`config.mk`:
```
export PLATFORM = sky130hd
export DESIGN_NAME = udsie_top
export DESIGN_NICKNAME = d
export VERILOG_FILES = /design/src/udsie_ep_summary.v /design/src/udsie_top.v
export VERILOG_INCLUDE_DIRS = /design/src /design/src/pkg
export SDC_FILE = /design/constraint.sdc
export NUM_CORES = 1
export LEC_CHECK = 0
export BUFFER_PORTS_ARGS = -buffer_cell sky130_fd_sc_hd__buf_4
export CAP_MARGIN = 30
export CORE_MARGIN = 4
export CORE_UTILIZATION = 44
export CTS_CLUSTER_SIZE = 25
export DETAILED_ROUTE_END_ITERATION = 7
export HOLD_SLACK_MARGIN = 0.06
export MAX_ROUTING_LAYER = met4
export PLACE_DENSITY = 0.79
export SLEW_MARGIN = 15
export SYNTH_ARGS = -nofsm -noshare
export SYNTH_HDL_FRONTEND = slang
export SYNTH_SLANG_ARGS = --single-unit
```
`constraint.sdc`:
```
create_clock -name clk -period 2.25 [get_ports clk]
set_clock_uncertainty 0.2 [all_clocks]
set_input_delay 0.1125 -clock clk [delete_from_list [all_inputs] [get_ports clk]]
set_output_delay 0.1125 -clock clk [all_outputs]
set_load 0.01 [all_outputs]
```
`src/pkg/udsie_map.vh`:
```
// register map, field positions and reset values of the device status and in-irq block
`ifndef UDSIE_MAP_VH
`define UDSIE_MAP_VH

// ****************************************************************
// register offsets (byte addresses)
// ****************************************************************
`define UDSIE_DEVICE_LINK_STATUS_OFS  12'h0808
`define UDSIE_IN_EP_IRQ_MASK_OFS      12'h0810
`define UDSIE_ALL_ENDPOINTS_IRQ_OFS   12'h0818
`define UDSIE_IRQ_STATUS_OFS          12'h0840
`define UDSIE_IRQ_MASK_OFS            12'h0844
`define UDSIE_GLOBAL_IRQ_FLAGS_OFS    12'h0848

// ****************************************************************
// device link status fields
// ****************************************************************
`define UDSIE_FRAME_MSB        21
`define UDSIE_FRAME_LSB        8
`define UDSIE_SPEED_MSB        2
`define UDSIE_SPEED_LSB        1
`define UDSIE_SUSPEND_BIT      0
`define UDSIE_SPEED_FULL       2'h3

// ****************************************************************
// in endpoint irq mask fields
// ****************************************************************
`define UDSIE_NAK_EFF_BIT      6
`define UDSIE_TX_UNDERRUN_BIT  4
`define UDSIE_CTRL_TIMEOUT_BIT 3
`define UDSIE_EP_DISABLED_BIT  1
`define UDSIE_XFER_DONE_BIT    0
`define UDSIE_IN_MASK_WRITABLE 7'h5b
`define UDSIE_FLAG_W           7

// ****************************************************************
// block interrupt status bits
// ****************************************************************
`define UDSIE_EV_SOF_BIT       0
`define UDSIE_EV_SUSPEND_BIT   1
`define UDSIE_EV_RESUME_BIT    2
`define UDSIE_EV_ENUM_BIT      3
`define UDSIE_EV_EP_BIT        4
`define UDSIE_EV_W             5

`define UDSIE_RESET_VALUE      32'h0000_0000

`endif

```
`src/udsie_ep_summary.v`:
```
// per-endpoint or-reduction of in endpoint event flags gated by the common enable mask
`timescale 1ns/1ps
`default_nettype none

module udsie_ep_summary #(
  parameter NUM_EP = 4,
  parameter FLAG_W = 7
) (
  input  wire [NUM_EP*FLAG_W-1:0] in_endpoint_event_flags,
  input  wire [FLAG_W-1:0]        enable_mask,
  output wire [NUM_EP-1:0]        in_endpoint_irq_bits
);

  genvar ep;
  generate
    for (ep = 0; ep < NUM_EP; ep = ep + 1) begin : g_ep
      // a flag counts only where its enable bit is set
      assign in_endpoint_irq_bits[ep] =
        |(in_endpoint_event_flags[ep*FLAG_W +: FLAG_W] & enable_mask);
    end
  endgenerate

endmodule

`default_nettype wire

```
`src/udsie_top.v`:
```
// device status register, common in-endpoint irq enable mask and endpoint summary
//
// Overview of operation
// - Each received start-of-frame token loads its 14-bit frame number into bits 21:8 of the status register.
// - Bits 2:1 of the status register show the enumerated speed, 11 meaning full speed.
// - Bit 0 of the status register is high exactly while the device is suspended.
// - An in-endpoint event flag reaches the endpoint summary only when its common enable bit is set.
// - The in enable bits change only by software writes, never by hardware.
// - Mask bit 6 passes the nak-effective flag.
// - Mask bit 4 passes the transmit fifo underrun flag.
// - Mask bit 3 passes the control-in timeout flag.
// - Mask bit 1 passes the endpoint-disabled flag.
// - Mask bit 0 passes the transfer-finished flag.
// - A triggered in-endpoint interrupt sets bit n of the low four bits of the all-endpoints register.
//
// The address-and-strobe port was chosen for this implementation.
`timescale 1ns/1ps
`default_nettype none
`include "udsie_map.vh"

module udsie_top #(
  parameter NUM_EP = 4
) (
  input  wire                         clk,
  input  wire                         srst,
  // register port
  input  wire [11:0]                  reg_addr,
  input  wire [31:0]                  reg_wdata,
  input  wire                         reg_wr,
  input  wire                         reg_rd,
  output reg  [31:0]                  reg_rdata,
  // link side events
  input  wire                         sof_valid,
  input  wire [13:0]                  sof_frame_number,
  input  wire                         enum_done,
  input  wire [1:0]                   enumerated_speed,
  input  wire                         suspend_enter,
  input  wire                         suspend_exit,
  // endpoint flags, 7 bits per in endpoint
  input  wire [NUM_EP*`UDSIE_FLAG_W-1:0] in_endpoint_event_flags,
  // outputs
  output reg  [NUM_EP-1:0]            all_endpoints_irq,
  output reg                          suspend_flag,
  output reg                          irq
);

  // ****************************************************************
  // state
  // ****************************************************************
  reg  [13:0]              frame_reg;
  reg  [1:0]               speed_reg;
  reg  [`UDSIE_FLAG_W-1:0] in_mask_reg;
  reg  [`UDSIE_EV_W-1:0]   irq_status_reg;
  reg  [`UDSIE_EV_W-1:0]   irq_mask_reg;
  reg  [`UDSIE_EV_W-1:0]   irq_status_next;
  reg  [NUM_EP-1:0]        ep_bits_prev_reg;
  reg  [31:0]              rdata_next;
  wire [NUM_EP-1:0]        in_endpoint_irq_bits;
  wire [`UDSIE_EV_W-1:0]   events;
  reg  [1:0]               link_state_reg;
  reg  [1:0]               link_state_next;
  reg  [`UDSIE_FLAG_W-1:0] in_mask_next;
  wire [`UDSIE_EV_W-1:0]   status_clear;
  wire [`UDSIE_FLAG_W-1:0] in_mask_wr_bits;

  localparam [1:0] ST_AWAKE     = 2'b01;
  localparam [1:0] ST_SUSPENDED = 2'b10;

  // ****************************************************************
  // endpoint summary
  // ****************************************************************
  udsie_ep_summary #(
    .NUM_EP (NUM_EP),
    .FLAG_W (`UDSIE_FLAG_W)
  ) u_summary (
    .in_endpoint_event_flags (in_endpoint_event_flags),
    .enable_mask             (in_mask_reg),
    .in_endpoint_irq_bits    (in_endpoint_irq_bits)
  );

  function [31:0] status_word;
    input [13:0] frame;
    input [1:0]  speed;
    input        susp;
    begin
      status_word = `UDSIE_RESET_VALUE;
      status_word[`UDSIE_FRAME_MSB:`UDSIE_FRAME_LSB] = frame;
      status_word[`UDSIE_SPEED_MSB:`UDSIE_SPEED_LSB] = speed;
      status_word[`UDSIE_SUSPEND_BIT] = susp;
    end
  endfunction

  function wr_hit;
    input [11:0] addr;
    input [11:0] ofs;
    begin
      wr_hit = reg_wr && (addr == ofs);
    end
  endfunction

  // ****************************************************************
  // register field helpers
  // ****************************************************************
  function in_bit_writable;
    input integer idx;
    begin
      in_bit_writable = (idx == `UDSIE_NAK_EFF_BIT) ||
                        (idx == `UDSIE_TX_UNDERRUN_BIT) ||
                        (idx == `UDSIE_CTRL_TIMEOUT_BIT) ||
                        (idx == `UDSIE_EP_DISABLED_BIT) ||
                        (idx == `UDSIE_XFER_DONE_BIT);
    end
  endfunction

  function [31:0] mask_word;
    input [`UDSIE_FLAG_W-1:0] mask;
    begin
      mask_word = `UDSIE_RESET_VALUE;
      mask_word[`UDSIE_FLAG_W-1:0] = mask;
    end
  endfunction

  function [31:0] event_word;
    input [`UDSIE_EV_W-1:0] ev;
    begin
      event_word = `UDSIE_RESET_VALUE;
      event_word[`UDSIE_EV_W-1:0] = ev;
    end
  endfunction

  function [31:0] ep_word;
    input [NUM_EP-1:0] bits;
    begin
      ep_word = `UDSIE_RESET_VALUE;
      ep_word[NUM_EP-1:0] = bits;
    end
  endfunction

  function [31:0] global_flags_word;
    input [`UDSIE_EV_W-1:0] ev;
    begin
      global_flags_word = `UDSIE_RESET_VALUE;
      global_flags_word[`UDSIE_EV_ENUM_BIT] = ev[`UDSIE_EV_ENUM_BIT];
    end
  endfunction

  // ****************************************************************
  // frame number capture
  // ****************************************************************
  always @(posedge clk) begin
    if (srst) begin
      frame_reg <= 14'h0000;
    end else if (sof_valid) begin
      frame_reg <= sof_frame_number;
    end
  end

  // ****************************************************************
  // enumerated speed capture
  // ****************************************************************
  always @(posedge clk) begin
    if (srst) begin
      speed_reg <= 2'h0;
    end else if (enum_done) begin
      speed_reg <= enumerated_speed;
    end
  end

  // ****************************************************************
  // suspend state machine
  // ****************************************************************
  always @* begin
    link_state_next = link_state_reg;
    case (link_state_reg)
      ST_AWAKE: begin
        if (suspend_enter) begin
          link_state_next = ST_SUSPENDED;
        end
      end
      ST_SUSPENDED: begin
        // enter wins when both pulses arrive together
        if (suspend_exit && !suspend_enter) begin
          link_state_next = ST_AWAKE;
        end
      end
      default: begin
        link_state_next = ST_AWAKE;
      end
    endcase
  end

  always @(posedge clk) begin
    if (srst) begin
      link_state_reg <= ST_AWAKE;
      suspend_flag   <= 1'b0;
    end else begin
      link_state_reg <= link_state_next;
      // output follows the next state so it lands with the state register, one cycle after the event
      suspend_flag   <= (link_state_next == ST_SUSPENDED);
    end
  end

  // ****************************************************************
  // software registers
  // ****************************************************************
  always @(posedge clk) begin
    if (srst) begin
      in_mask_reg  <= 7'h00;
      irq_mask_reg <= 5'h00;
    end else begin
      in_mask_reg <= in_mask_next;
      if (wr_hit(reg_addr, `UDSIE_IRQ_MASK_OFS)) begin
        irq_mask_reg <= reg_wdata[`UDSIE_EV_W-1:0];
      end
    end
  end

  // ****************************************************************
  // in enable mask write path
  // ****************************************************************
  genvar mb;
  generate
    for (mb = 0; mb < `UDSIE_FLAG_W; mb = mb + 1) begin : g_in_mask
      // reserved positions never take a one
      assign in_mask_wr_bits[mb] = reg_wdata[mb] & in_bit_writable(mb);
    end
  endgenerate

  always @* begin
    in_mask_next = in_mask_reg;
    // only a software write alters the enables
    if (wr_hit(reg_addr, `UDSIE_IN_EP_IRQ_MASK_OFS)) begin
      in_mask_next = in_mask_wr_bits;
    end
  end

  // ****************************************************************
  // write-one-to-clear decode
  // ****************************************************************
  genvar cb;
  generate
    for (cb = 0; cb < `UDSIE_EV_W; cb = cb + 1) begin : g_clear
      assign status_clear[cb] = wr_hit(reg_addr, `UDSIE_IRQ_STATUS_OFS) & reg_wdata[cb];
    end
  endgenerate

  // ****************************************************************
  // summary register and interrupt
  // ****************************************************************
  assign events[`UDSIE_EV_SOF_BIT]     = sof_valid;
  assign events[`UDSIE_EV_SUSPEND_BIT] = suspend_enter & ~suspend_flag;
  assign events[`UDSIE_EV_RESUME_BIT]  = suspend_exit & ~suspend_enter & suspend_flag;
  assign events[`UDSIE_EV_ENUM_BIT]    = enum_done;
  assign events[`UDSIE_EV_EP_BIT]      = |(in_endpoint_irq_bits & ~ep_bits_prev_reg);

  // ****************************************************************
  // endpoint summary registers
  // ****************************************************************
  always @(posedge clk) begin
    if (srst) begin
      all_endpoints_irq <= {NUM_EP{1'b0}};
      ep_bits_prev_reg  <= {NUM_EP{1'b0}};
    end else begin
      all_endpoints_irq <= in_endpoint_irq_bits;
      ep_bits_prev_reg  <= in_endpoint_irq_bits;
    end
  end

  // ****************************************************************
  // interrupt status
  // ****************************************************************
  always @* begin
    irq_status_next = irq_status_reg;
    irq_status_next = irq_status_next & ~status_clear;
    // set wins over a clear in the same cycle
    irq_status_next = irq_status_next | events;
  end

  always @(posedge clk) begin
    if (srst) begin
      irq_status_reg <= 5'h00;
      irq            <= 1'b0;
    end else begin
      irq_status_reg <= irq_status_next;
      irq            <= |(irq_status_next & irq_mask_reg);
    end
  end

  // ****************************************************************
  // read port
  // ****************************************************************
  always @* begin
    rdata_next = `UDSIE_RESET_VALUE;
    case (reg_addr)
      `UDSIE_DEVICE_LINK_STATUS_OFS: begin
        rdata_next = status_word(frame_reg, speed_reg, suspend_flag);
      end
      `UDSIE_IN_EP_IRQ_MASK_OFS: begin
        rdata_next = mask_word(in_mask_reg);
      end
      `UDSIE_ALL_ENDPOINTS_IRQ_OFS: begin
        rdata_next = ep_word(all_endpoints_irq);
      end
      `UDSIE_IRQ_STATUS_OFS: begin
        rdata_next = event_word(irq_status_reg);
      end
      `UDSIE_IRQ_MASK_OFS: begin
        rdata_next = event_word(irq_mask_reg);
      end
      `UDSIE_GLOBAL_IRQ_FLAGS_OFS: begin
        rdata_next = global_flags_word(irq_status_reg);
      end
      default: begin
        rdata_next = `UDSIE_RESET_VALUE;
      end
    endcase
  end

  always @(posedge clk) begin
    if (srst) begin
      reg_rdata <= `UDSIE_RESET_VALUE;
    end else if (reg_rd) begin
      // data stand only in the cycle after the read strobe
      reg_rdata <= rdata_next;
    end else begin
      reg_rdata <= `UDSIE_RESET_VALUE;
    end
  end

endmodule

`default_nettype wire

```
### Word level (Yosys, flattened, before mapping)

Cells that the tools add are included.

| storage, ports and cells | value |
|---|---|
| output and inout bits | 38 |
| register bits after elaboration | 71 |
| word-level logic and storage cells | 56 |
| input port bits | 96 |

| operators by class | value |
|---|---|
| bitwise gates (word level) | 21 |
| multiplexer cells | 4 |
| equality and inequality tests | 9 |
| reductions and logical operators | 12 |

Operator list:

| operator | count |
|---|---|
| case mux 22 bit (6 select lines) | 1 |
| equality test 12 bit (second input constant) | 6 |
| bitwise AND 7 bit | 4 |
| OR reduction 7 bit | 4 |
| bitwise AND 5 bit | 2 |
| bitwise AND 1 bit | 8 |
| NOT 5 bit | 1 |
| bitwise OR 5 bit | 1 |
| OR reduction 5 bit | 1 |
| bitwise AND 4 bit | 1 |
| equality test 2 bit (second input constant) | 2 |
| logical AND 1 bit | 4 |
| two-way mux 2 bit | 2 |
| NOT 4 bit | 1 |
| case mux 2 bit (2 select lines) | 1 |
| OR reduction 4 bit | 1 |
| NOT 1 bit | 3 |
| equality test 2 x 1 -> 1 bit (second input constant) | 1 |
| OR reduction 2 bit | 1 |
| zero test 1 bit | 1 |

### Longest topological paths before layout

| logic depth | value |
|---|---|
| depth after elaboration | 8 |
| gate-level depth with buffers | 6 |
| depth with buffers taken out | 5 |

### By module

A second synthesis with hierarchy kept.

| second synthesis, totals | value |
|---|---|
| cell total of the unflattened synthesis | 264 |
| area total of the unflattened synthesis | 2581.2 µm² |

By module, submodules not included:

| module | instances | seq. area each (µm²) | cells each | area each (µm²) |
|---|---|---|---|---|
| udsie_top | 1 | 1181.1 | 248 | 2461.1 |
| udsie_ep_summary | 1 | 0.0 | 16 | 120.1 |

### Worst setup path before layout

No wires, ideal clock.

| timing | value |
|---|---|
| kind | reg-to-reg |
| start | register in_mask_reg[1] |
| end | register irq |
| data required time | 1.924 ns |
| arrival | 1.531 ns |
| buffers on the path | 0 |
| clock period less this slack | 1.857 ns |
| setup time | 0.126 ns |
| cell stages (with the launch flop) | 6 |
| setup slack | 0.393 ns |
| cell sequence | dfxtp_1 > a222oi_1 > a21oi_1 > or4_1 > a21oi_2 > o221ai_2 |

| between the ends | value |
|---|---|
| cells in the longest elaborated chain, start to end | 7 |
| elaborated cells between the ends (all ways) | 13 |
| those cells by class | bitwise: 7; reduce/logical: 6 |

Ends and longest elaborated chain:

| element | RTL line | source |
|---|---|---|
| from (decl) | udsie_top.v:52 | `` reg [`UDSIE_FLAG_W-1:0] in_mask_reg; `` |
| from (signal assigned) | udsie_top.v:211 | `in_mask_reg <= in_mask_next;` |
| bitwise AND 7 bit | udsie_ep_summary.v:19 | `\|(in_endpoint_event_flags[ep*FLAG_W +: FLAG_W] & enable_mask);` |
| OR reduction 7 bit | udsie_ep_summary.v:19 |  |
| bitwise AND 4 bit (*) | udsie_top.v:254 | `` assign events[`UDSIE_EV_EP_BIT] = \|(in_endpoint_irq_bits & ~ep_bits_prev_reg); `` |
| OR reduction 4 bit (*) | udsie_top.v:254 |  |
| bitwise OR 5 bit (*) | udsie_top.v:276 | `irq_status_next = irq_status_next \| events;` |
| bitwise AND 5 bit (*) | udsie_top.v:285 | `irq <= \|(irq_status_next & irq_mask_reg);` |
| OR reduction 5 bit (*) | udsie_top.v:285 |  |
| to (signal assigned) | udsie_top.v:285 |  |
| to (decl) | udsie_top.v:44 | `output reg irq` |

Every way passes the cells marked *; elsewhere a longest branch is shown, timed or not.
A chain may end at the register's enable or synchronous reset.

==> flow_metrics.tcl <==
set metrics [dict create \
    cp-start-kind "input port" \
    hold_path_depth 3 \
    num_io_pins 134 \
    clk_path_buf_depth 2 \
    layout_common_cells "buf_4 (89), dlygate4sd3_1 (79), dfxtp_1 (59), nor2_1 (29), a21oi_1 (23)" \
    initial_utilization_pct 46.6 \
    cp.required_ns 2.26 \
    gr-total-overflow 0 \
    drive_gt1_share_pct 26.5 \
    startpoint "enum_done" \
    p_leak_uw 0.00183 \
    root_buffer "clkbuf_8" \
    grt_use_total_pct 25.4 \
    drt-initial-drc-count 134 \
    drc 0 \
    grt_max_degree 41 \
    fin_total_pwr_uw 2500 \
    grt_pass1_vias 2653 \
    rows 26 \
    synth_cells 256 \
    cts_setup_buffers 0 \
    viasPerCell 5.18 \
    rr_worst_depth 5 \
    holdCritStartpoint "sof_valid" \
    yosys-top-cells-area "dfxtp_1 (48%), mux2i_1 (8.6%), a21oi_1 (4.7%), nor2_1 (4.5%), and3_1 (4.4%)" \
    r2r_start "in_mask_reg[1]$_SDFFE_PP0P_" \
    ys_types 40 \
    status "finished clean" \
    drtAntennaViolNets 0 \
    ys_ff_latch 59 \
    reg2reg_slack_ns 0.16 \
    reg2reg_to "irq$_SDFF_PP0_" \
    rsz0062_at_grt "false" \
    die_x_um 82.5 \
    finalSetupViolations 0 \
    ys_warn_count 0 \
    port_buffers 87 \
    cts_buffers 9 \
    irDropWorstVdd_v 0.000438 \
    period_share_pct 95.4 \
    cts.sinks 59 \
    ys_seq_area_share_pct 48.4 \
    fmax_mhz 466 \
    finalCriticalPeriod_ns 2.15 \
    syn2layout_area_growth_pct 67.4 \
    num_vias 2573 \
    synth_top_area_cell "dfxtp_1" \
    critPathCaptureType "register" \
    cp_max_fo 4 \
    placed_cell_area_um2 3090 \
    mostFrequentLayoutCell "buf_4" \
    largest_reg_flops 20 \
    drv_slew 0 \
    dr.pass1.iters 5 \
    dieArea_um2 6810 \
    fillCellCount 311 \
    grt_pass1_wl_mm 12.5 \
    hold_viol 0 \
    die_y_um 82.5 \
    fin_nets 520 \
    dpl.hpwl_mm 4.60 \
    htree_levels 3 \
    hold_path.class "in2reg" \
    cts_tree "yes" \
    crit_arrival_ns 2.16 \
    place.gp.congestion 0.853 \
    powerDensity_nw_per_um2 611 \
    synth.cell_area_um2 2440 \
    clk_latency_ns 0.33 \
    setup_tns_ns 0 \
    critical_path_class "in2reg" \
    wl_per_cell_um 15.9 \
    drt-total-wl_mm 7.92 \
    core_um2 5240 \
    antenna_found_initial 0 \
    avgSynthCellArea_um2 9.54 \
    final_area_um2 4090 \
    cts.clk_slew.worst_paths_ns 0.06 \
    min_to "frame_reg[5]$_SDFFE_PP0P_" \
    cap_violations 0 \
    synth.top_cell.area_share_pct 48.4 \
]
worst max-delay path: stages:
cell and delay [ns]:
dlygate4sd3_1 0.52, buf_4 0.14, mux2i_1 0.21, dlygate4sd3_1 0.57, nor2_1 0.04, dlygate4sd3_1 0.56
metrics by stage:
step	setup slack, ns	instances	utilization, %	hold slack [ns]
6_report	0.103	497	78.0	0.0734
5_1_grt	0.00616	496	78.0	0.0892
4_1_cts	0.0922	496	77.8	0.0700
3_5_place_dp	0.184	402	59.0	0.159
3_3_place_gp	0.197	402	59.0	0.149
2_1_floorplan	0.393	267	-	0.0461
metal layers:
metal	global-route usage, %	up-vias	wire [µm]
li1	-	1227	-
met5	-	-	0
met4	9.48	0	165
met3	5.97	18	613
met2	44.2	129	4220
met1	28.2	1199	2920
area by class of cell:
type                    count  area [µm²]  area share, %
flip-flops and latches     59        1180           28.9
clock buffers              13         159           3.89
diodes                      1        2.50         0.0612
clock inverters             2        35.0          0.857
multi-input cells         177        1140           27.8
well taps                  70        87.6           2.14
inverters                   7        26.3          0.643
repair buffers            168        1460           35.7
how the worst max path moves through the flow:
stage | end | cells past startpoint
6_report | speed_reg[1]$_SDFFE_PP0P_ | 6
3_3_place_gp | irq$_SDFF_PP0_ | 5
4_1_cts | irq_mask_reg[2]$_SDFFE_PP0P_ | 7
5_1_grt | in_mask_reg[6]$_SDFFE_PP0P_ | 7
3_5_place_dp | irq$_SDFF_PP0_ | 5
2_1_floorplan | irq$_SDFF_PP0_ | 5
synth_stat cells:
cell type / instances
dfxtp_1: 59
nor2_1: 29
a21oi_1: 23
mux2i_1: 21
and3_1: 17
nand2_1: 14
buf_4: 12
a22oi_1: 7
inv_1: 7
nor2b_1: 7
a222oi_1: 6
clkbuf_1: 6
buf_2: 5
nand3_1: 5
o21ai_0: 4
and4_1: 3
a211oi_1: 2
and4b_1: 2
ha_1: 2
mux2_2: 2
nand4_1: 2
nor3_1: 2
nor4b_1: 2
a21oi_2: 1
a2bb2oi_1: 1
a311oi_1: 1
a41oi_1: 1
and2_2: 1
buf_6: 1
conb_1: 1
mux2_1: 1
nand3b_1: 1
nand4b_1: 1
nor3b_2: 1
nor4_1: 1
nor4b_2: 1
o21ai_1: 1
o221ai_2: 1
or2b_1: 1
or4_1: 1
report_power, final:
| part | leakage (µW) | internal [µW] | switching, µW |
|---|---|---|---|
| clock network | 0.0000995 | 565 | 392 |
| registers | 0.000480 | 1090 | 30.1 |
| logic | 0.00126 | 236 | 184 |
repair_timing:
action,in CTS,in global routing
endpoints found under the setup margin,0,6
resized for setup,0,4
hold endpoints to repair,43,0
hold buffers,79,0
kinds of logic (layout without fill, tap and decap cells):
| logic type | count (synthesis) | after routing | synth area share (%) |
|---|---|---|---|
| adder cells (fa/ha/maj) | 2 | 2 | 1.02 |
| other | 1 | 13 | 0.154 |
| buffers and inverters | 31 | 190 | 7.17 |
| AND/OR/NAND/NOR | 91 | 91 | 20.3 |
| flip-flops | 59 | 59 | 48.4 |
| AO/OA/AOI/OAI | 48 | 48 | 13.0 |
| multiplexers | 24 | 24 | 9.99 |
Note: power is estimated with default switching activity, not from simulation.
